`src/its_regs.svh`:
```
`ifndef ITS_REGS_SVH
`define ITS_REGS_SVH

// Register byte offsets
`define ITS_ADDR_CTRL              8'h00
`define ITS_ADDR_IRQ_FLAGS         8'h04
`define ITS_ADDR_IRQ_MASK          8'h08
`define ITS_ADDR_STATUS            8'h14

// Reset values
`define ITS_CTRL_RESET             2'h0
`define ITS_IRQ_RESET              3'h0
`define ITS_STATUS_RESET           32'h0000_0000

// Control register bit positions
`define ITS_CTRL_ENABLE_BIT        0
`define ITS_CTRL_AUTO_BIT          1

// Interrupt flag bit positions
`define ITS_IRQ_DONE_BIT           0
`define ITS_IRQ_ABORT_BIT          1
`define ITS_IRQ_MATCH_BIT          2

// Transfer kind codes
`define ITS_KIND_HOST_STORE        2'h0
`define ITS_KIND_HOST_FETCH        2'h1
`define ITS_KIND_SLAVE_RECEIVE     2'h2
`define ITS_KIND_SLAVE_TRANSMIT    2'h3

// Progress codes
`define ITS_PROG_IDLE_STATE        2'h0
`define ITS_PROG_IN_PROGRESS       2'h1
`define ITS_PROG_DONE              2'h2
`define ITS_PROG_ABORTED           2'h3

// Abort reason codes
`define ITS_CAUSE_REFUSED_TARGET   3'h0
`define ITS_CAUSE_REFUSED_BYTE     3'h1
`define ITS_CAUSE_CONTENTION_LOSS  3'h3
`define ITS_CAUSE_BEGIN_FAULT      3'h4
`define ITS_CAUSE_END_FAULT        3'h5
`define ITS_CAUSE_TOO_LONG_FRAME   3'h6

// Received frame kinds
`define ITS_FRAME_NORMAL           2'h0
`define ITS_FRAME_BROADCAST_CALL   2'h1
`define ITS_FRAME_HW_BROADCAST     2'h2

// Byte count limit
`define ITS_MAX_LEN                11'h7FF

// Bus responses
`define ITS_RESP_OKAY              2'h0
`define ITS_RESP_SLVERR            2'h2

`endif

```
`src/its_pkg.sv`:
```
package its_pkg;

    // Events from the protocol engine, all on mclk, pulses unless noted
    typedef struct packed {
        logic        start;
        logic [1:0]  transfer_kind;
        logic [10:0] fetch_len;
        logic        refused_target;
        logic        refused_byte;
        logic        contention_loss;
        logic        begin_fault;
        logic        end_fault;
        logic        stop_seen;
        logic        restart_seen;
        logic        byte_done;
        logic        done;
        logic        addr_match;
        logic        secondary_hit;
        logic [1:0]  frame_kind;
    } its_evt_t;

    typedef struct packed {
        logic [1:0]  rsv_hi;
        logic        second_match_flag;
        logic [8:0]  rsv_mid;
        logic [10:0] length;
        logic [1:0]  frame_kind;
        logic [2:0]  abort_cause;
        logic [1:0]  progress;
        logic [1:0]  transfer_kind;
    } its_stat_t;

endpackage

```
`src/its_axil_slave.sv`:
```
`timescale 1ns/1ps
module its_axil_slave #(
    parameter int ADDR_W = 8
) (
    input  wire logic              mclk,
    input  wire logic              rst_n,
    input  wire logic [ADDR_W-1:0] awaddr,
    input  wire logic              awvalid,
    output logic                   awready,
    input  wire logic [31:0]       wdata,
    input  wire logic [3:0]        wstrb,
    input  wire logic              wvalid,
    output logic                   wready,
    output logic [1:0]             bresp,
    output logic                   bvalid,
    input  wire logic              bready,
    input  wire logic [ADDR_W-1:0] araddr,
    input  wire logic              arvalid,
    output logic                   arready,
    output logic [31:0]            rdata,
    output logic [1:0]             rresp,
    output logic                   rvalid,
    input  wire logic              rready,
    output logic                   wr_en,
    output logic [ADDR_W-1:0]      wr_addr,
    output logic [31:0]            wr_data,
    output logic [3:0]             wr_strb,
    input  wire logic              wr_ok,
    output logic [ADDR_W-1:0]      rd_addr,
    input  wire logic [31:0]       rd_data,
    input  wire logic              rd_ok
);
    import its_pkg::*;
    `include "its_regs.svh"

    typedef struct packed {
        logic              aw_full;
        logic [ADDR_W-1:0] aw_addr;
        logic              w_full;
        logic [31:0]       w_data;
        logic [3:0]        w_strb;
        logic              bvalid;
        logic [1:0]        bresp;
        logic              rvalid;
        logic [31:0]       rdata;
        logic [1:0]        rresp;
    } its_axi_t;

    its_axi_t s;
    its_axi_t next_s;

    if (ADDR_W < 5) begin : g_bad_addr
        $error("its_axil_slave: ADDR_W too small");
    end

    // Address and data are held separately so either may come first
    assign awready = !s.aw_full && !s.bvalid;
    assign wready  = !s.w_full && !s.bvalid;
    assign arready = !s.rvalid;
    assign wr_en   = s.aw_full && s.w_full && !s.bvalid;
    assign wr_addr = s.aw_addr;
    assign wr_data = s.w_data;
    assign wr_strb = s.w_strb;
    assign rd_addr = araddr;

    always_comb begin
        next_s = s;
        if (awvalid && awready) begin
            next_s.aw_full = 1'b1;
            next_s.aw_addr = awaddr;
        end
        if (wvalid && wready) begin
            next_s.w_full = 1'b1;
            next_s.w_data = wdata;
            next_s.w_strb = wstrb;
        end
        if (wr_en) begin
            next_s.aw_full = 1'b0;
            next_s.w_full  = 1'b0;
            next_s.bvalid  = 1'b1;
            next_s.bresp   = wr_ok ? `ITS_RESP_OKAY : `ITS_RESP_SLVERR;
        end else if (s.bvalid && bready) begin
            next_s.bvalid = 1'b0;
        end
        if (arvalid && arready) begin
            next_s.rvalid = 1'b1;
            next_s.rdata  = rd_data;
            next_s.rresp  = rd_ok ? `ITS_RESP_OKAY : `ITS_RESP_SLVERR;
        end else if (s.rvalid && rready) begin
            next_s.rvalid = 1'b0;
        end
    end

    always_ff @(posedge mclk or negedge rst_n) begin
        if (!rst_n) begin
            s <= '0;
        end else begin
            s <= next_s;
        end
    end

    assign bvalid = s.bvalid;
    assign bresp  = s.bresp;
    assign rvalid = s.rvalid;
    assign rdata  = s.rdata;
    assign rresp  = s.rresp;
endmodule

```
`src/its_byte_count.sv`:
```
`timescale 1ns/1ps
module its_byte_count #(
    parameter int WIDTH = 11
) (
    input  wire logic             mclk,
    input  wire logic             rst_n,
    input  wire logic             clear,
    input  wire logic             load,
    input  wire logic [WIDTH-1:0] load_val,
    input  wire logic             inc,
    output logic      [WIDTH-1:0] count,
    output logic                  at_max
);
    import its_pkg::*;

    typedef struct packed {
        logic [WIDTH-1:0] count;
    } its_cnt_t;

    its_cnt_t s;
    its_cnt_t next_s;

    if (WIDTH < 2) begin : g_bad_width
        $error("its_byte_count: WIDTH too small");
    end

    always_comb begin
        next_s = s;
        if (clear) begin
            next_s.count = '0;
        end else if (load) begin
            next_s.count = load_val;
        end else if (inc) begin
            // Wraps to zero past the top; callers that must abort do so
            next_s.count = s.count + 1'b1;
        end
    end

    always_ff @(posedge mclk or negedge rst_n) begin
        if (!rst_n) begin
            s <= '0;
        end else begin
            s <= next_s;
        end
    end

    assign count  = s.count;
    assign at_max = &s.count;
endmodule

```
`src/its_status_core.sv`:
```
// The implementer's own choice: the AXI4-Lite register port.
`timescale 1ns/1ps
// Function
// - Report transfer kind in two-bit field
// - Keep two-bit progress field for all kinds
// - Host address refused: abort, reason 000
// - Host store byte refused: abort, reason 001
// - Host lost arbitration: abort, reason 011
// - Slave early STOP: bus error, reason 101
// - Slave receive frame over 2047: refuse, reason 110
// - Slave receive records received frame kind
// - Auto broadcast call: executed, count zero
// - Eleven-bit byte count per transfer kind
// - Slave transmit overrun: count wraps, no abort
// - Bit 29 shows which own address matched
// - Match flag cleared on STOP/restart/error/disable
module its_status_core #(
    parameter int ADDR_W = 8
) (
    input  wire logic              mclk,
    input  wire logic              rst_n,
    input  wire logic [ADDR_W-1:0] awaddr,
    input  wire logic              awvalid,
    output logic                   awready,
    input  wire logic [31:0]       wdata,
    input  wire logic [3:0]        wstrb,
    input  wire logic              wvalid,
    output logic                   wready,
    output logic [1:0]             bresp,
    output logic                   bvalid,
    input  wire logic              bready,
    input  wire logic [ADDR_W-1:0] araddr,
    input  wire logic              arvalid,
    output logic                   arready,
    output logic [31:0]            rdata,
    output logic [1:0]             rresp,
    output logic                   rvalid,
    input  wire logic              rready,
    input  wire its_pkg::its_evt_t evt,
    output its_pkg::its_stat_t     status,
    output logic                   block_enable_bit,
    output logic                   slave_refuse,
    output logic                   auto_call_exec,
    output logic                   irq
);
    import its_pkg::*;
    `include "its_regs.svh"

    typedef struct packed {
        its_stat_t   stat;
        logic [1:0]  ctrl;
        logic [2:0]  irq_flags;
        logic [2:0]  irq_mask;
        logic        call_hold;
        logic        refuse;
        logic        call_exec;
        logic        irq;
    } its_core_t;

    its_core_t s;
    its_core_t next_s;

    logic              wr_en;
    logic [ADDR_W-1:0] wr_addr;
    logic [31:0]       wr_data;
    logic [3:0]        wr_strb;
    logic [ADDR_W-1:0] rd_addr;
    logic [31:0]       rd_data;
    logic              cnt_clear;
    logic              cnt_load;
    logic              cnt_inc;
    logic [10:0]       cnt;
    logic              cnt_max;
    logic              abort;
    logic [2:0]        code;
    logic              host;
    logic [2:0]        irq_ev;
    logic [2:0]        irq_clr;

    function automatic logic reg_hit(input logic [ADDR_W-1:0] a);
        reg_hit = (a == ADDR_W'(`ITS_ADDR_CTRL))
               || (a == ADDR_W'(`ITS_ADDR_IRQ_FLAGS))
               || (a == ADDR_W'(`ITS_ADDR_IRQ_MASK))
               || (a == ADDR_W'(`ITS_ADDR_STATUS));
    endfunction

    its_axil_slave #(
        .ADDR_W (ADDR_W)
    ) u_bus (
        .mclk    (mclk),
        .rst_n   (rst_n),
        .awaddr  (awaddr),
        .awvalid (awvalid),
        .awready (awready),
        .wdata   (wdata),
        .wstrb   (wstrb),
        .wvalid  (wvalid),
        .wready  (wready),
        .bresp   (bresp),
        .bvalid  (bvalid),
        .bready  (bready),
        .araddr  (araddr),
        .arvalid (arvalid),
        .arready (arready),
        .rdata   (rdata),
        .rresp   (rresp),
        .rvalid  (rvalid),
        .rready  (rready),
        .wr_en   (wr_en),
        .wr_addr (wr_addr),
        .wr_data (wr_data),
        .wr_strb (wr_strb),
        .wr_ok   (reg_hit(wr_addr)),
        .rd_addr (rd_addr),
        .rd_data (rd_data),
        .rd_ok   (reg_hit(rd_addr))
    );

    its_byte_count #(
        .WIDTH (11)
    ) u_count (
        .mclk     (mclk),
        .rst_n    (rst_n),
        .clear    (cnt_clear),
        .load     (cnt_load),
        .load_val (evt.fetch_len),
        .inc      (cnt_inc),
        .count    (cnt),
        .at_max   (cnt_max)
    );

    // Status word is read-only; reserved fields are forced to zero
    always_comb begin
        status         = s.stat;
        status.length  = cnt;
        status.rsv_hi  = '0;
        status.rsv_mid = '0;
    end

    always_comb begin
        rd_data = 32'h0000_0000;
        case (rd_addr)
            ADDR_W'(`ITS_ADDR_CTRL):      rd_data[1:0] = s.ctrl;
            ADDR_W'(`ITS_ADDR_IRQ_FLAGS): rd_data[2:0] = s.irq_flags;
            ADDR_W'(`ITS_ADDR_IRQ_MASK):  rd_data[2:0] = s.irq_mask;
            ADDR_W'(`ITS_ADDR_STATUS):    rd_data = status;
            default:                      rd_data = 32'h0000_0000;
        endcase
    end

    always_comb begin
        next_s           = s;
        next_s.refuse    = 1'b0;
        next_s.call_exec = 1'b0;
        next_s.stat.length = '0;
        cnt_clear = 1'b0;
        cnt_load  = 1'b0;
        cnt_inc   = 1'b0;
        abort     = 1'b0;
        code      = `ITS_CAUSE_REFUSED_TARGET;
        irq_ev    = 3'h0;
        irq_clr   = 3'h0;
        host      = !s.stat.transfer_kind[1];

        // Status word has no write path, so writes there change nothing
        if (wr_en && wr_strb[0]) begin
            case (wr_addr)
                ADDR_W'(`ITS_ADDR_CTRL):      next_s.ctrl = wr_data[1:0];
                ADDR_W'(`ITS_ADDR_IRQ_MASK):  next_s.irq_mask = wr_data[2:0];
                ADDR_W'(`ITS_ADDR_IRQ_FLAGS): irq_clr = wr_data[2:0];
                default:                      irq_clr = 3'h0;
            endcase
        end

        if (!s.ctrl[`ITS_CTRL_ENABLE_BIT]) begin
            next_s.stat.second_match_flag = 1'b0;
        end else if (evt.start) begin
            next_s.stat.transfer_kind = evt.transfer_kind;
            next_s.stat.progress      = `ITS_PROG_IN_PROGRESS;
            next_s.stat.abort_cause   = `ITS_CAUSE_REFUSED_TARGET;
            next_s.stat.frame_kind    = `ITS_FRAME_NORMAL;
            next_s.call_hold          = 1'b0;
            // Host fetch knows its payload size up front
            cnt_load  = evt.transfer_kind == `ITS_KIND_HOST_FETCH;
            cnt_clear = !cnt_load;
        end else if (s.stat.progress == `ITS_PROG_IN_PROGRESS) begin
            // Arbitration loss outranks a refusal seen in the same cycle
            if (host && evt.contention_loss) begin
                abort = 1'b1;
                code  = `ITS_CAUSE_CONTENTION_LOSS;
            end else if (host && evt.refused_target) begin
                abort = 1'b1;
                code  = `ITS_CAUSE_REFUSED_TARGET;
            end else if (s.stat.transfer_kind == `ITS_KIND_HOST_STORE
                         && evt.refused_byte) begin
                abort = 1'b1;
                code  = `ITS_CAUSE_REFUSED_BYTE;
            end else if (!host && evt.begin_fault) begin
                abort = 1'b1;
                code  = `ITS_CAUSE_BEGIN_FAULT;
            end else if (!host && evt.end_fault) begin
                abort = 1'b1;
                code  = `ITS_CAUSE_END_FAULT;
            end else if (s.stat.transfer_kind == `ITS_KIND_SLAVE_RECEIVE
                         && evt.byte_done && cnt_max && !s.call_hold) begin
                abort         = 1'b1;
                code          = `ITS_CAUSE_TOO_LONG_FRAME;
                next_s.refuse = 1'b1;
            end else if (evt.done) begin
                next_s.stat.progress = `ITS_PROG_DONE;
                irq_ev[`ITS_IRQ_DONE_BIT] = 1'b1;
            end

            if (abort) begin
                next_s.stat.progress    = `ITS_PROG_ABORTED;
                next_s.stat.abort_cause = code;
                irq_ev[`ITS_IRQ_ABORT_BIT] = 1'b1;
            end

            // Slave transmit simply wraps past the top of the count
            cnt_inc = evt.byte_done && !abort && !s.call_hold
                   && s.stat.transfer_kind != `ITS_KIND_HOST_FETCH;

            if (!host && evt.addr_match) begin
                next_s.stat.second_match_flag = evt.secondary_hit;
                irq_ev[`ITS_IRQ_MATCH_BIT] = 1'b1;
                if (s.stat.transfer_kind == `ITS_KIND_SLAVE_RECEIVE) begin
                    next_s.stat.frame_kind = evt.frame_kind;
                    if (evt.frame_kind == `ITS_FRAME_BROADCAST_CALL
                        && s.ctrl[`ITS_CTRL_AUTO_BIT]) begin
                        // Only the control word goes to the engine's FIFO
                        next_s.call_exec = 1'b1;
                        next_s.call_hold = 1'b1;
                        cnt_clear        = 1'b1;
                        cnt_inc          = 1'b0;
                    end
                end
            end
        end

        if (evt.stop_seen || evt.restart_seen
            || (abort && !host)) begin
            next_s.stat.second_match_flag = 1'b0;
        end

        // A new event wins over a clear in the same cycle
        next_s.irq_flags = (s.irq_flags & ~irq_clr) | irq_ev;
        next_s.irq = |(next_s.irq_flags & next_s.irq_mask);
    end

    always_ff @(posedge mclk or negedge rst_n) begin
        if (!rst_n) begin
            s <= '0;
        end else begin
            s <= next_s;
        end
    end

    assign block_enable_bit = s.ctrl[`ITS_CTRL_ENABLE_BIT];
    assign slave_refuse     = s.refuse;
    assign auto_call_exec   = s.call_exec;
    assign irq              = s.irq;

    logic run_q;
    assign run_q = s.ctrl[`ITS_CTRL_ENABLE_BIT]
                && s.stat.progress == `ITS_PROG_IN_PROGRESS && !evt.start;
endmodule

```
`config.mk`:
```
export PLATFORM = sky130hd
export DESIGN_NAME = its_status_core
export DESIGN_NICKNAME = d
export VERILOG_FILES = /design/src/its_pkg.sv /design/src/its_axil_slave.sv /design/src/its_byte_count.sv /design/src/its_status_core.sv
export VERILOG_INCLUDE_DIRS = /design/src
export SDC_FILE = /design/constraint.sdc
export NUM_CORES = 1
export LEC_CHECK = 0
export ABC_CLOCK_PERIOD_IN_PS = 2640
export BUFFER_PORTS_ARGS = -buffer_cell sky130_fd_sc_hd__buf_2
export CAP_MARGIN = 10
export CORE_MARGIN = 4
export CORE_UTILIZATION = 35
export CTS_CLUSTER_SIZE = 16
export DETAILED_ROUTE_END_ITERATION = 10
export PLACE_DENSITY_LB_ADDON = 0.15
export SLEW_MARGIN = 20
export SYNTH_ARGS = -nofsm -noshare
export SYNTH_HDL_FRONTEND = slang
export SYNTH_SLANG_ARGS = --single-unit
```
`constraint.sdc`:
```
create_clock -name mclk -period 2.64 [get_ports mclk]
set_input_delay 0.264 -clock mclk [delete_from_list [all_inputs] [get_ports mclk]]
set_output_delay 0.264 -clock mclk [all_outputs]
set_load 0.005 [all_outputs]
```
Yosys cells after proc, flatten, opt, wreduce, memory -nomap -nowiden. Cells that the tools add are included.

Add/sub/neg operators: 1. Equal/unequal tests: 20. Multiplexer cells: 93. Bitwise gates (word level): 4. Reductions and logical operators: 63.

Operator list (count): 1-bit two-way mux (55); 3-bit two-way mux (14); 37-bit two-way mux (1); 11-bit two-way mux (3); 27-bit two-way mux (1); 2-bit two-way mux (13); 1-bit logical AND (24); 3-bit by 2-bit != test with 1-bit output (second input constant) (7); 2-bit nonzero test (9); 8-bit by 3-bit == test with 1-bit output (second input constant) (2); 8-bit by 4-bit == test with 1-bit output (second input constant) (2); 8-bit by 5-bit == test with 1-bit output (second input constant) (2); 8-bit zero test (2); 7-bit two-way mux (2); 11-bit by 1-bit adder with 11-bit output (second input constant) (1); 11-bit AND reduction (1); 9-bit two-way mux (1); 9-bit AND reduction (1); 1-bit zero test (8); 1-bit logical OR (8); 2-bit case mux with 4 select lines (1); 3-bit AND (2); 2-bit by 1-bit == test with 1-bit output (second input constant) (3); 3-bit by 1-bit != test with 1-bit output (second input constant) (2); 13 further kinds (16).

Register bits after elaboration: 117. Bits of input ports: 86. Word-level logic and storage cells: 204.

Logic depth before layout (Yosys ltp).
Depth after elaboration: 26. Mapped depth: 8. Gate-level depth less buffers: 6.

Cells and area by module. Synthesis repeated with hierarchy kept, for this count alone.

Cell total of the unflattened synthesis: 520. Area, all modules: 6128.4 µm².

Modules (own cells, without submodules): its_axil_slave (times used 1, cells each 275, area each 3915.0 µm²); its_status_core (times used 1, cells each 172, area each 1537.7 µm²); its_byte_count (times used 1, cells each 73, area each 675.6 µm²).

Worst setup path before layout. No wires, ideal clock.

Path type: register to register. From: register u_count.s (netlist bit u_count.count[0]). To: register u_count.s (netlist bit u_count.count[7]). Arrival: 2135 ps. Required time: 2571 ps. Slack: 436 ps. Cell stages (with the launch flop): 8. Buffers on the path: 1. Path through: dfrtp_1 > ha_1 > and2_1 > a311o_1 > or2_1 > buf_6 > or4_1 > nand3_1.

Word-level cells in the longest chain between the ends: 23. Elaborated cells between the ends (all ways): 27.

Ends and longest elaborated chain: from (decl) (line its_byte_count.sv:20) `its_cnt_t s;`; from (signal assigned) (line its_byte_count.sv:43) `s <= next_s;`; 11-bit AND reduction (line its_byte_count.sv:48) `assign at_max = &s.count;`; 1-bit logical AND (2 in a row) (line its_status_core.sv:204) `` end else if (s.stat.transfer_kind == `ITS_KIND_SLAVE_RECEIVE ``; 1-bit two-way mux (line its_status_core.sv:204); 1-bit two-way mux (line its_status_core.sv:201) `end else if (!host && evt.end_fault) begin`; 1-bit two-way mux (line its_status_core.sv:198) `end else if (!host && evt.begin_fault) begin`; 1-bit two-way mux (line its_status_core.sv:194) `` end else if (s.stat.transfer_kind == `ITS_KIND_HOST_STORE ``; 1-bit two-way mux (line its_status_core.sv:191) `end else if (host && evt.refused_target) begin`; 1-bit two-way mux (line its_status_core.sv:188) `if (host && evt.contention_loss) begin`; (+6 left out); 1-bit logical AND (no line); 1-bit two-way mux (line its_status_core.sv:229) `` if (evt.frame_kind == `ITS_FRAME_BROADCAST_CALL ``; 1-bit two-way mux (line its_status_core.sv:227) `` if (s.stat.transfer_kind == `ITS_KIND_SLAVE_RECEIVE) begin ``; 1-bit two-way mux (line its_status_core.sv:224) `if (!host && evt.addr_match) begin`; 1-bit two-way mux (line its_status_core.sv:186) `` end else if (s.stat.progress == `ITS_PROG_IN_PROGRESS) begin ``; 1-bit two-way mux (line its_status_core.sv:177) `end else if (evt.start) begin`; 1-bit two-way mux (line its_status_core.sv:175) `` if (!s.ctrl[`ITS_CTRL_ENABLE_BIT]) begin ``; 3-bit nonzero test (no line).

Several ways; a longest one is shown, not always the timed one. The select of a mux whose other input is x is not followed. A chain may end at the register's enable or synchronous reset.

==> impl_metrics.toml <==
[die]
core_area_sq_um = 10300
die_h_um = 111
dieArea_sq_um = 12300
initial_utilization = 0.358
rows = 37
die_x_um = 111
ios = 163

[grt]
track_usage = 0.143
grt_pass1_vias = 2800
grt_max_degree = 73
grt_pass1_wl_mm = 14.3
antenna_found_initial = 1
grt_overflow = 0

[final_layout]
area_growth_pct = 15.0
nFillCells = 1030
nets = 512
fin_area_sq_um = 4250
final_layout_size_suffix_gt1_frac = 0.358

[timing]
slew_headroom = 0.383
fin_ws_ns = 0.192
period_needed_ns = 2.45
tns_ns = 0
hold_viol = 0
post-route-period-util = 0.927
timing.fmax_mhz = 409
slew_violations = 0
tightest_slew_ns = 0.926
rsz0062_at_grt = "no"
finalSetupViolations = 0
finClkSkew_ns = 0.00831

[power_and_ir_drop]
powerDensity_nw_per_um2 = 749
p_leak_nw = 2.12
peakVddDrop_v = 0.000416

[synth]
netlist_instances = 348
synth_ff_type = "dfrtp_1"
synth_area_sq_um = 3700
syn_area_per_cell_sq_um = 10.6
yosysWarnings = 0
synth_seq_cells = 72
async_flop_share = 1.00
ys_seq_area_frac = 0.487
synth_edf_count = 0
synth.distinct_cells = 49

[worst_setup_path]
worstSetupEndpointType = "flip-flop"
startpoint_type = "flip-flop"
worstPathRequired_ns = 2.87
rrSetupSlack_ns = 0.19
criticalPathCategory = "flip-flop to flip-flop"
r2r-end = "irq$_DFF_PN0_"
arrival_ns = 2.68
ff2ff_path_depth = 6
critPathMaxFanout = 3
r2r_start = "u_bus.wr_addr[0]$_DFFE_PN0P_"

[routing]
drtPass1Iterations = 4
drt-initial-drc-count = 119
drc = 0
vias = 2794
totalWireLength_mm = 8.81
vias_per_cell = 4.93
ant_nets = 0
wl_per_cell_um = 15.5

[clock_network]
cts_setup_buffers = 0
clock_sinks = 72
path_clk_slew_ns = 0.08
cts_hold_buffers = 0
clock_latency_ns = 0.35
cts_resized = 0
h-tree-depth = 3
cts_buffers = 9
cts_tree = "built"
clockBufferDepth = 2
cts-root-buf = "clkbuf_8"

[place]
dp_hpwl_mm = 6.62
numPortBuffers = 106
pre_cts_slack_ns = 0.172
place_area_sq_um = 4040
gp_congestion = 0.793

[hold_path]
hold_path.class = "input pin to async pin"

[run]
max_cap_viol_count = 0

[status]
status = "finished clean"
-- sequential cells by signal, summed over array words and instances, names as in the netlist --
register and cells:
irq 1, block_enable_bit 1, u_bus.rvalid 1, u_bus.wr_data 3, u_bus.rdata 21, u_bus.wr_addr 8
u_bus.bresp 1, u_bus.rresp 1, s 8, status 10, u_bus.s 2, slave_refuse 1
auto_call_exec 1, u_count.count 11, u_bus.wr_strb 1, u_bus.bvalid 1
-- final cells by class --
| type | count | area, sq um | share of cell area |
|---|---|---|---|
| clock inverter | 6 | 67.6 | 0.0159 |
| multi-input combinational | 220 | 1450 | 0.342 |
| antenna | 1 | 2.50 | 0.000589 |
| timing repair buffer | 112 | 578 | 0.136 |
| tap | 136 | 170 | 0.0400 |
| sequential | 72 | 1800 | 0.424 |
| clock buffer | 10 | 138 | 0.0324 |
| inverter | 10 | 37.5 | 0.00883 |
-- stage by stage --
| stage | std cells | util | power (W) | hold WS [ns] |
|---|---|---|---|---|
| floorplan | 371 | - | 0.00205 | -0.0316 |
| global placement | 550 | 0.391 | 0.00229 | 0.443 |
| detailed placement | 550 | 0.391 | 0.00232 | 0.448 |
| CTS | 566 | 0.411 | 0.00324 | 0.0743 |
| global route | 567 | 0.412 | 0.00340 | 0.0874 |
| finish | 567 | 0.412 | 0.00318 | 0.0391 |
-- placed cells by master (no fill, tap or decap), types with 6 or more instances in the layout --
cell type / instances
nand2_1: 24
mux2_2: 23
buf_2: 105
buf_4: 7
nor2b_1: 7
o21ai_0: 12
dfrtp_1: 72
inv_1: 10
a21oi_1: 6
nand3_1: 10
o211ai_1: 8
nor2_1: 14
nor3_1: 6
conb_1: 24
clkbuf_8: 10
a22o_1: 25
-- cells in the mapped netlist, drive strengths merged, types with 3 or more instances --
cell    number  share of area
or4          3         0.0061
or2          4         0.0068
a22o        25          0.059
nand3b       5          0.010
clkbuf       8         0.0081
nor3b        4         0.0081
dfrtp       72           0.49
nor2        14          0.014
o21a         3         0.0061
nand3       10          0.014
nor3         6         0.0081
o21ai       12          0.016
mux2        23          0.070
inv         10          0.010
o311ai       5          0.012
nand2       24          0.024
a21oi        6         0.0081
a31oi        3         0.0051
nor2b        7          0.012
nand2b       5         0.0085
buf         61           0.12
o211ai       8          0.016
-- power breakdown --
group / internal (W) / leakage (nW) / switching (W)
logic: 0.000377 / 1.06 / 0.000327
clock network: 0.000465 / 0.0989 / 0.000439
registers: 0.00132 / 0.956 / 0.000249
-- worst max-delay path by stage --
stage / from / endpoint / slack, ns
after floorplan: u_count.count[0]$_DFFE_PN0P_ / u_count.count[7]$_DFFE_PN0P_ / 0.44
after global placement: u_bus.wr_addr[0]$_DFFE_PN0P_ / irq$_DFF_PN0_ / 0.21
after detailed placement: u_bus.wr_addr[0]$_DFFE_PN0P_ / irq$_DFF_PN0_ / 0.17
after CTS: u_bus.wr_addr[0]$_DFFE_PN0P_ / irq$_DFF_PN0_ / 0.19
after global routing: u_bus.wr_addr[0]$_DFFE_PN0P_ / irq$_DFF_PN0_ / 0.07
final: u_bus.wr_addr[0]$_DFFE_PN0P_ / irq$_DFF_PN0_ / 0.19
-- critical path, stage by stage (launching register included) --
cell      delay, ns
dfrtp_1        0.37
or4_1          0.56
nor4_1         0.46
nand3b_1       0.24
mux2_2         0.33
o21a_1         0.10
a221o_1        0.27
-- metal layers --
layer | part of all wire | track usage | wire (um) | vias to the layer above
met1 | 0.46 | 0.183 | 4030 | 1364
met5 | 0 | 0 | 0 | -
li1 | - | - | - | 1340
met3 | 0.065 | 0.0469 | 574 | 10
met4 | 0.014 | 0.0468 | 125 | 0
met2 | 0.46 | 0.228 | 4080 | 80
-- cell families after synthesis --
logic type,count (synthesis),synth area share
simple gates,95,0.138
compound gates,76,0.155
mux,24,0.0728
buf+inv,79,0.143
flops,72,0.487
other cells,1,0.00101
fa+ha+maj,1,0.00338
(Power assumes the default switching activity.)
